## config.mk

```make
export PLATFORM = sky130hd
export DESIGN_NAME = lsbm_core
export DESIGN_NICKNAME = d
export VERILOG_FILES = /design/src/shared/lsbm_pkg.sv /design/src/verilog/lsbm_core.sv
export SDC_FILE = /design/constraint.sdc
export NUM_CORES = 1
export LEC_CHECK = 0
export BUFFER_PORTS_ARGS = -buffer_cell sky130_fd_sc_hd__buf_2
export CELL_PAD_IN_SITES_DETAIL_PLACEMENT = 2
export CELL_PAD_IN_SITES_GLOBAL_PLACEMENT = 2
export CORE_MARGIN = 2
export CORE_UTILIZATION = 36
export CTS_CLUSTER_DIAMETER = 50
export DETAILED_ROUTE_END_ITERATION = 16
export GPL_ROUTABILITY_DRIVEN = 0
export GPL_TIMING_DRIVEN = 0
export PLACE_DENSITY_LB_ADDON = 0.15
export RECOVER_POWER = 25
export SLEW_MARGIN = 25
export SYNTH_ARGS = -nofsm -noshare
export SYNTH_HDL_FRONTEND = slang
export SYNTH_SLANG_ARGS = --single-unit
```

## constraint.sdc

```tcl
create_clock -name sys_clk_in -period 5.1 [get_ports sys_clk_in]
set_input_delay 0.765 -clock sys_clk_in [delete_from_list [all_inputs] [get_ports sys_clk_in]]
set_output_delay 0.765 -clock sys_clk_in [all_outputs]
set_load 0.005 [all_outputs]
```

## src/shared/lsbm_pkg.sv

```systemverilog
`default_nettype none
package lsbm_pkg;
    // ****************************************************************
    // Access sizes as presented by the pipeline.
    // ****************************************************************
    localparam logic [1:0] SIZE_BYTE = 2'h0; // One byte.
    localparam logic [1:0] SIZE_HALF = 2'h1; // Two bytes.
    localparam logic [1:0] SIZE_WORD = 2'h2; // Four bytes.

    // ****************************************************************
    // Bus shape and limits.
    // ****************************************************************
    localparam int          ADDR_W       = 32;      // Address width.
    localparam int          DATA_W       = 32;      // Data width.
    localparam int          BE_W         = 4;       // Byte enable width.
    localparam logic [1:0]  MAX_OUTSTAND = 2'h2;    // Granted but unanswered limit.
    localparam logic [3:0]  BE_BYTE      = 4'h1;    // Enable mask for one byte.
    localparam logic [3:0]  BE_HALF      = 4'h3;    // Enable mask for two bytes.
    localparam logic [3:0]  BE_WORD      = 4'hf;    // Enable mask for four bytes.
    localparam logic [31:0] WORD_STEP    = 32'h4;   // Distance to next word.
    localparam logic [31:0] WORD_MASK    = 32'hfffffffc; // Clears the byte offset.
endpackage
`default_nettype wire

```

## src/verilog/lsbm_core.sv

```systemverilog
`timescale 1ns/1ps
`default_nettype none
// Contract
// RULE_01: Request held until grant is sampled.
// RULE_02: Request parity is odd with request.
// RULE_03: Memory drives odd grant and response parity.
// RULE_04: Address phase changes only after grant.
// RULE_05: Byte enables mark accessed bytes.
// RULE_06: Write enable high for stores only.
// RULE_07: Memory pulses one response per transaction.
// RULE_08: Response data used only when valid.
// RULE_09: Early or same-cycle grant is tolerated.
// RULE_10: Response comes at least a cycle later.
// RULE_11: Responses return in request order.
// RULE_12: At most two transactions outstanding.
// RULE_13: Byte, halfword and word accesses supported.
// RULE_14: Word-crossing main accesses split in two.
// RULE_15: Lower address half issued first.
// RULE_16: Misaligned I/O access traps instead.
// RULE_17: Optional user, id and ready signals absent.
// RULE_18: Single write buffer for bufferable stores.
// RULE_19: Buffered store does not stall execution.
// RULE_20: Memory still grants and answers buffered stores.
// RULE_21: All transfers leave in program order.
// RULE_22: Buffer drained before fence or sleep.
// RULE_23: Reset leaves bus idle and counters empty.
// No address-user, write-user, id, response-ready or response-user ports exist. [RULE_17]
module lsbm_core (
    input  wire logic        sys_clk_in,            // Core clock.
    input  wire logic        reset_in,              // Synchronous reset, high.
    input  wire logic        op_valid_in,           // Pipeline offers an access.
    input  wire logic        op_write_in,           // Access is a store.
    input  wire logic [1:0]  op_size_in,            // Access size code.
    input  wire logic [31:0] op_addr_in,            // Byte address.
    input  wire logic [31:0] op_wdata_in,           // Store data, low aligned.
    input  wire logic        op_main_in,            // Address is in main memory.
    input  wire logic        op_bufferable_in,      // Address is bufferable.
    input  wire logic        drain_in,              // Fence or sleep wants drain.
    output logic             op_ready_out,          // Access accepted this cycle.
    output logic             op_trap_out,           // Misaligned I/O trap pulse.
    output logic             op_done_out,           // Load or store finished pulse.
    output logic [31:0]      op_rdata_out,          // Load data, low aligned.
    output logic             op_error_out,          // Finished access saw an error.
    output logic             drained_out,           // Buffer and bus are empty.
    output logic             lsu_req_valid_out,     // Bus request valid.
    output logic             lsu_req_parity_out,    // Odd parity of request.
    input  wire logic        lsu_grant_in,          // Bus grant.
    input  wire logic        lsu_grant_parity_in,   // Odd parity of grant.
    output logic [31:0]      lsu_addr_out,          // Word address.
    output logic             lsu_write_enable_out,  // High for writes.
    output logic [3:0]       lsu_byte_enables_out,  // Active byte lanes.
    output logic [31:0]      lsu_wdata_out,         // Lane-placed store data.
    input  wire logic        lsu_resp_valid_in,     // Response valid.
    input  wire logic        lsu_resp_valid_parity_in, // Odd parity of response.
    input  wire logic [31:0] lsu_read_word_in,      // Read data.
    input  wire logic        lsu_resp_error_in,     // Response error.
    output logic             parity_fault_out       // Grant or response parity broke.
);
    // ****************************************************************
    // State.
    // ****************************************************************
    // Issue states: idle, first half issuing, second half issuing.
    typedef enum logic [1:0] {LSBM_IDLE, LSBM_FIRST, LSBM_SECOND} lsbm_phase_e;

    typedef struct packed {
        lsbm_phase_e phase;        // Issue progress of current access.
        logic        req;          // Request line.
        logic [31:0] addr;         // Current word address.
        logic        we;           // Current write enable.
        logic [3:0]  be;           // Current byte enables.
        logic [31:0] wdata;        // Current lane data.
        logic [31:0] addr2;        // Second half word address.
        logic [3:0]  be2;          // Second half enables.
        logic [31:0] wdata2;       // Second half lane data.
        logic [1:0]  outst;        // Granted, unanswered count.
        logic        q0_last;      // Oldest outstanding ends an access.
        logic        q0_buf;       // Oldest outstanding is buffered store.
        logic        q1_last;      // Younger outstanding ends an access.
        logic        q1_buf;       // Younger outstanding is buffered store.
        logic [1:0]  shift;        // Byte offset of the waited access.
        logic        split;        // Waited access had two halves.
        logic        part;         // First half already answered.
        logic [31:0] low_word;     // First half read data.
        logic        err;          // Error gathered over halves.
        logic        cur_buf;      // Access in flight is buffered.
        logic        buf_full;     // Write buffer holds a store.
        logic        waiting;      // Pipeline waits for this access.
        logic        ready;        // Accept pulse.
        logic        trap;         // Trap pulse.
        logic        done;         // Done pulse.
        logic [31:0] rdata;        // Returned load data.
        logic        error;        // Returned error.
        logic        drained;      // Drain complete level.
        logic        pfault;       // Parity fault level.
        logic        g_s1;         // Grant parity check, stage one.
        logic        r_s1;         // Response parity check, stage one.
        logic        reqpar;       // Registered odd parity of the request line.
    } lsbm_state_s;

    lsbm_state_s st;       // Registered state.
    lsbm_state_s next_st;  // Next state.

    // Byte enable mask for a size at a byte offset, eight bits wide for spill.
    function automatic logic [7:0] lsbm_mask(input logic [1:0] size, input logic [1:0] off);
        logic [3:0] base;
        base = (size == lsbm_pkg::SIZE_WORD) ? lsbm_pkg::BE_WORD :
               (size == lsbm_pkg::SIZE_HALF) ? lsbm_pkg::BE_HALF : lsbm_pkg::BE_BYTE;
        return {4'h0, base} << off;
    endfunction

    // ****************************************************************
    // Next state.
    // ****************************************************************
    // One process covers issue, response tracking and the buffer.
    always_comb begin
        logic [7:0]  m;
        logic [63:0] wd;
        logic        mis;
        logic        grant_now;
        logic        can_issue;
        logic        resp;
        logic [31:0] merged;
        logic [63:0] both;
        m = lsbm_mask(op_size_in, op_addr_in[1:0]);
        wd = {32'h0, op_wdata_in} << {op_addr_in[1:0], 3'h0};
        mis = (m[7:4] != 4'h0) || ((op_size_in == lsbm_pkg::SIZE_WORD) && (op_addr_in[1:0] != 2'h0))
              || ((op_size_in == lsbm_pkg::SIZE_HALF) && op_addr_in[0]);
        next_st = st;
        next_st.ready = 1'b0;
        next_st.trap = 1'b0;
        next_st.done = 1'b0;
        // Grant before request is ignored; only a grant with our request counts. [RULE_09]
        grant_now = st.req && lsu_grant_in;
        resp = lsu_resp_valid_in;
        merged = 32'h0;
        both = 64'h0;
        // Responses pop the oldest entry; in-order return is relied on. [RULE_11] [RULE_20]
        if (resp) begin
            next_st.q0_last = st.q1_last;
            next_st.q0_buf = st.q1_buf;
            if (st.q0_buf) begin
                if (st.q0_last) begin
                    next_st.buf_full = 1'b0;
                end
            end else if (!st.q0_last) begin
                // Read word and error are sampled only under response valid. [RULE_08]
                next_st.part = 1'b1;
                next_st.low_word = lsu_read_word_in;
                next_st.err = lsu_resp_error_in;
            end else begin
                both = st.part ? {lsu_read_word_in, st.low_word} : {32'h0, lsu_read_word_in};
                merged = 32'(both >> {st.shift, 3'h0});
                next_st.done = 1'b1;
                next_st.waiting = 1'b0;
                next_st.rdata = merged;
                next_st.error = st.err | lsu_resp_error_in;
                next_st.part = 1'b0;
                next_st.err = 1'b0;
            end
        end
        // Grants push a new entry behind any left after the pop.
        if (grant_now) begin
            if ((resp ? st.outst - 2'h1 : st.outst) == 2'h0) begin
                next_st.q0_last = st.phase != LSBM_FIRST || !st.split;
                next_st.q0_buf = st.cur_buf;
            end else begin
                next_st.q1_last = st.phase != LSBM_FIRST || !st.split;
                next_st.q1_buf = st.cur_buf;
            end
        end
        next_st.outst = st.outst + {1'b0, grant_now} - {1'b0, resp};
        // Request stays up until a grant is seen. [RULE_01] [RULE_04]
        if (grant_now) begin
            next_st.req = 1'b0;
            if (st.phase == LSBM_FIRST && st.split) begin
                // Upper half follows the lower one. [RULE_15]
                next_st.phase = LSBM_SECOND;
                next_st.addr = st.addr2;
                next_st.be = st.be2;
                next_st.wdata = st.wdata2;
            end else begin
                next_st.phase = LSBM_IDLE;
            end
        end
        // Raise a request only while fewer than two remain after this cycle. [RULE_12]
        can_issue = next_st.outst < lsbm_pkg::MAX_OUTSTAND;
        if (st.phase == LSBM_SECOND && !st.req && can_issue) begin
            next_st.req = 1'b1;
        end
        // New access only when idle, nothing waited on, program order kept. [RULE_21]
        if (st.phase == LSBM_IDLE && !st.waiting && op_valid_in && !st.ready && !st.trap) begin
            if (mis && !op_main_in) begin
                next_st.trap = 1'b1; // [RULE_16]
                next_st.ready = 1'b1;
            end else if (!(op_write_in && op_bufferable_in && st.buf_full) && can_issue) begin
                next_st.ready = 1'b1;
                next_st.phase = LSBM_FIRST;
                next_st.req = 1'b1;
                next_st.addr = op_addr_in & lsbm_pkg::WORD_MASK;
                next_st.addr2 = (op_addr_in & lsbm_pkg::WORD_MASK) + lsbm_pkg::WORD_STEP;
                next_st.we = op_write_in; // [RULE_06]
                next_st.be = m[3:0]; // [RULE_05] [RULE_13]
                next_st.be2 = m[7:4];
                next_st.wdata = wd[31:0];
                next_st.wdata2 = wd[63:32];
                next_st.split = m[7:4] != 4'h0; // [RULE_14]
                next_st.shift = op_addr_in[1:0];
                next_st.cur_buf = op_write_in && op_bufferable_in; // [RULE_18]
                // Buffered stores release the pipeline at once. [RULE_19]
                next_st.waiting = !(op_write_in && op_bufferable_in);
                next_st.buf_full = st.buf_full | (op_write_in && op_bufferable_in);
            end
        end
        // Drain completes only with buffer empty and bus quiet. [RULE_22]
        next_st.drained = drain_in && !next_st.buf_full && next_st.outst == 2'h0
                          && next_st.phase == LSBM_IDLE;
        // Partner parity checked after two flops. [RULE_03]
        next_st.g_s1 = lsu_grant_in ^ lsu_grant_parity_in;
        next_st.r_s1 = lsu_resp_valid_in ^ lsu_resp_valid_parity_in;
        next_st.pfault = !st.g_s1 || !st.r_s1;
        next_st.rdata = next_st.done ? next_st.rdata : st.rdata;
        // Parity is computed from the next request so that it stays a flop output. [RULE_02]
        next_st.reqpar = ~next_st.req;
        if (reset_in) begin
            next_st = '0; // [RULE_23]
            next_st.g_s1 = 1'b1;
            next_st.r_s1 = 1'b1;
            next_st.reqpar = 1'b1;
        end
    end

    // Grant and response are same-domain bus signals, so parity uses them directly.
    always_ff @(posedge sys_clk_in) begin
        st <= next_st;
    end

    // ****************************************************************
    // Outputs.
    // ****************************************************************
    // All outputs are straight flop copies.
    assign op_ready_out = st.ready;
    assign op_trap_out = st.trap;
    assign op_done_out = st.done;
    assign op_rdata_out = st.rdata;
    assign op_error_out = st.error;
    assign drained_out = st.drained;
    assign lsu_req_valid_out = st.req;
    assign lsu_req_parity_out = st.reqpar; // [RULE_02]
    assign lsu_addr_out = st.addr;
    assign lsu_write_enable_out = st.we;
    assign lsu_byte_enables_out = st.be;
    assign lsu_wdata_out = st.wdata;
    assign parity_fault_out = st.pfault;
endmodule // lsbm_core
`default_nettype wire

```

==> impl_metrics.env <==
export IMPL_vias=10900
export IMPL_min_delay_path_class="reg -> reg"
export IMPL_multi_input_area_um2=5700
export IMPL_grt_overflow_total=0
export IMPL_crit_path_max_incr_delay_ns=0.49
export IMPL_synthAdderAreaFrac_pct=0.6647
export IMPL_final_common_cell="dfxtp_1"
export IMPL_fp_dieH_um=181.1
export IMPL_finalPower_w=0.005757
export IMPL_seq_area_frac_synth_pct=38.29
export IMPL_skew_ns=0.01564
export IMPL_path_cells="nand2_1 > ha_1 > inv_1 > ha_1 > xnor3_1 > a21boi_1 > nand4_2 > clkbuf_1 > a221oi_1 > nor3_1"
export IMPL_netlist_area_leader_share_pct=38.29
export IMPL_ioPinCount=219
export IMPL_status="completed"
export IMPL_drive_gt1_share_pct=28.91
export IMPL_fin_crit_sh_pct=66.00
export IMPL_antenna_left=0
export IMPL_rsz0062_at_grt="no"
export IMPL_drt_iter0_drc=417
export IMPL_async_flop_share_pct=0
export IMPL_post_drt_wl_per_cell_um=23.57
export IMPL_synthesis_area_um2=11290
export IMPL_muxShareOfSynthArea_pct=14.54
export IMPL_hold_viol=0
export IMPL_setup_violations=0
export IMPL_synthTopCellsByArea="dfxtp_1, mux2i_1, buf_4, a21oi_1, nand2_1"
export IMPL_arrival_ns=3.72
export IMPL_antenna_found_initial=0
export IMPL_filler_cell_count=3462
export IMPL_crit_type="reg -> reg"
export IMPL_drv_slew=0
export IMPL_syn_area_per_cell_um2=8.837
export IMPL_start_kind="flop"
export IMPL_grt_pass1_vias=11960
export IMPL_clk_pin_slew_ns=0.05
export IMPL_die_w_um=181.1
export IMPL_tritoncts="built"
export IMPL_yosysWarnings=0
export IMPL_hold_buffers=0
export IMPL_first_pass_iters=5
export IMPL_htreeDepth=2
export IMPL_synth_cell_types=56
export IMPL_synth_main_ff_cell="dfxtp_1"
export IMPL_cts_sinks=216
export IMPL_rows=64
export IMPL_clk_latency_ns=0.51
export IMPL_peakVddDrop_mv=0.2347
export IMPL_synth_xor_area_share_pct=2.604
export IMPL_antennaDiodeCount=0
export IMPL_fp_coreArea_um2=30750
export IMPL_io_buffers=214
export IMPL_drt_drc_violations_left=0
export IMPL_crit_slowest_cell="a221oi_1"
export IMPL_synth_top_family_by_area="compound AO/OA/AOI/OAI gates"
export IMPL_worst_slew_pin_slew_ns=1.049
export IMPL_post_cts_resized=0
export IMPL_crit_family="compound AO/OA/AOI/OAI gates"
export IMPL_total_leakage_power_nw=6.145
export IMPL_syn_inst=1278
export IMPL_max_cap_violations=0
export IMPL_yosys_area_share_simple_pct=15.12
export IMPL_post_cts_buffers=0
export IMPL_place_hpwl_um=33500
export IMPL_cts_root_buf="clkbuf_16"
export IMPL_synth_compound_area_share_pct=17.55
export IMPL_grt_max_degree=12
export IMPL_timing_fmax_ghz=0.2971
export IMPL_synth_edf_count=0
export IMPL_maxSlewHeadroom_pct=29.42
export IMPL_cts_buffer_depth=3
export IMPL_yosysTopAreaCell="dfxtp_1"
export IMPL_nets=1645
export IMPL_wirelength_um=45930
export IMPL_cpMostUsedCell="ha_1"
export IMPL_via_per_inst=5.591
export IMPL_fin_tns_setup_ns=0
export IMPL_synth_seq_cells=216
export IMPL_crit_path_end_kind="flop"
export IMPL_cts_buffers=35
export IMPL_dieArea_um2=32800
export IMPL_syn_num_nets=1394
export IMPL_cp_data_required_time_ns=5.46
export IMPL_final_cell_mix="dfxtp_1, buf_2, nand2_1"
export IMPL_area_delta_synth_final_pct=23.83
export IMPL_critPathBufInv=2
export IMPL_start_util_pct=36.73
export IMPL_p_per_area_nw_per_um2=411.6
export IMPL_groute_usage_overall_pct=27.59
export IMPL_period_needed_ns=3.366
export IMPL_grt_pass1_wl_um=70350
export IMPL_path_max_fanout=10
export IMPL_seqCellArea_um2=4324
[registers in the layout, indices dropped and copies added (netlist names), 4 cells and up]
| name | flops |
|---|---|
| st | 107 |
| lsu_wdata_out | 32 |
| lsu_addr_out | 32 |
| lsu_byte_enables_out | 4 |
| op_rdata_out | 32 |
[where the power goes]
part,internal [W],switching (W)
sequential,0.00189,0.000131
clock,0.00153,0.000893
combinational,0.000545,0.000765
total,0.00397,0.00179
[worst paths after layout]
path / cells after the start / from / slack (ns) / to
hold / removal: 1 / st[1] / 0.40 / parity_fault_out
setup reg to reg: 10 / lsu_req_valid_out / 1.73 / st[91]
hold reg to reg: 1 / st[1] / 0.40 / parity_fault_out
setup / recovery: 10 / lsu_req_valid_out / 1.73 / st[91]
[logic make-up (layout without fill, tap and decap cells)]
| family | Yosys count | after routing |
|---|---|---|
| muxes | 145 | 145 |
| xor gates and xnor gates | 32 | 32 |
| and+or+nand+nor | 380 | 380 |
| AOI/OAI and AO/OA | 286 | 286 |
| DFF | 216 | 216 |
| buffers and inverters | 213 | 488 |
| adders and majority gates | 6 | 6 |
[layer usage]
layer	routed length, um	up-vias	GRT usage [%]
met5	0	-	0
met4	2122	0	13.11
met1	18570	5474	32.36
li1	-	4957	-
met3	2028	114	3.346
met2	23210	352	49.89
[cell usage after synthesis (all sizes together) (6+ instances only)]
| master | n |
|---|---|
| o2bb2ai | 8 |
| inv | 10 |
| nor2 | 125 |
| a221oi | 9 |
| buf | 144 |
| mux2i | 101 |
| nand3 | 36 |
| nand2 | 131 |
| clkbuf | 59 |
| nor3 | 22 |
| nand4 | 16 |
| o221ai | 17 |
| o21ai | 32 |
| xor2 | 18 |
| and3 | 6 |
| ha | 6 |
| and2 | 9 |
| xnor2 | 13 |
| mux2 | 32 |
| nor2b | 13 |
| a211oi | 76 |
| a21oi | 102 |
| dfxtp | 216 |
| mux4 | 12 |
[worst reg2reg max path, stage by stage (launching register included)]
cell,delay [ns]
dfxtp_1,0.47
nand2_1,0.24
ha_1,0.35
inv_1,0.04
ha_1,0.18
xnor3_1,0.31
a21boi_1,0.38
nand4_2,0.27
clkbuf_1,0.41
a221oi_1,0.50
nor3_1,0.08
[metrics by stage]
| step | instance area (um2) | util, % | hold slack [ns] | instances | setup WS [ns] |
|---|---|---|---|---|---|
| 2_1_floorplan | 11290 | - | 0.3846 | 1278 | 2.322 |
| 3_3_place_gp | 12860 | 41.82 | 0.3936 | 1888 | 1.461 |
| 3_5_place_dp | 12860 | 41.82 | 0.3971 | 1888 | 1.380 |
| 4_1_cts | 14020 | 45.61 | 0.4047 | 1949 | 1.778 |
| 5_1_grt | 13980 | 45.48 | 0.4266 | 1949 | 1.585 |
| 6_report | 13980 | 45.48 | 0.4024 | 1949 | 1.734 |
[final cells by class]
class,instances,share of cell area (%)
buffer,203,8.723
clock inverter,16,1.503
multi-input combinational,849,40.76
tap,396,3.543
timing repair buffer,214,7.462
clock buffer,45,6.818
sequential,216,30.92
inverter,10,0.2684
No activity file was read; power rests on OpenSTA's default activity.
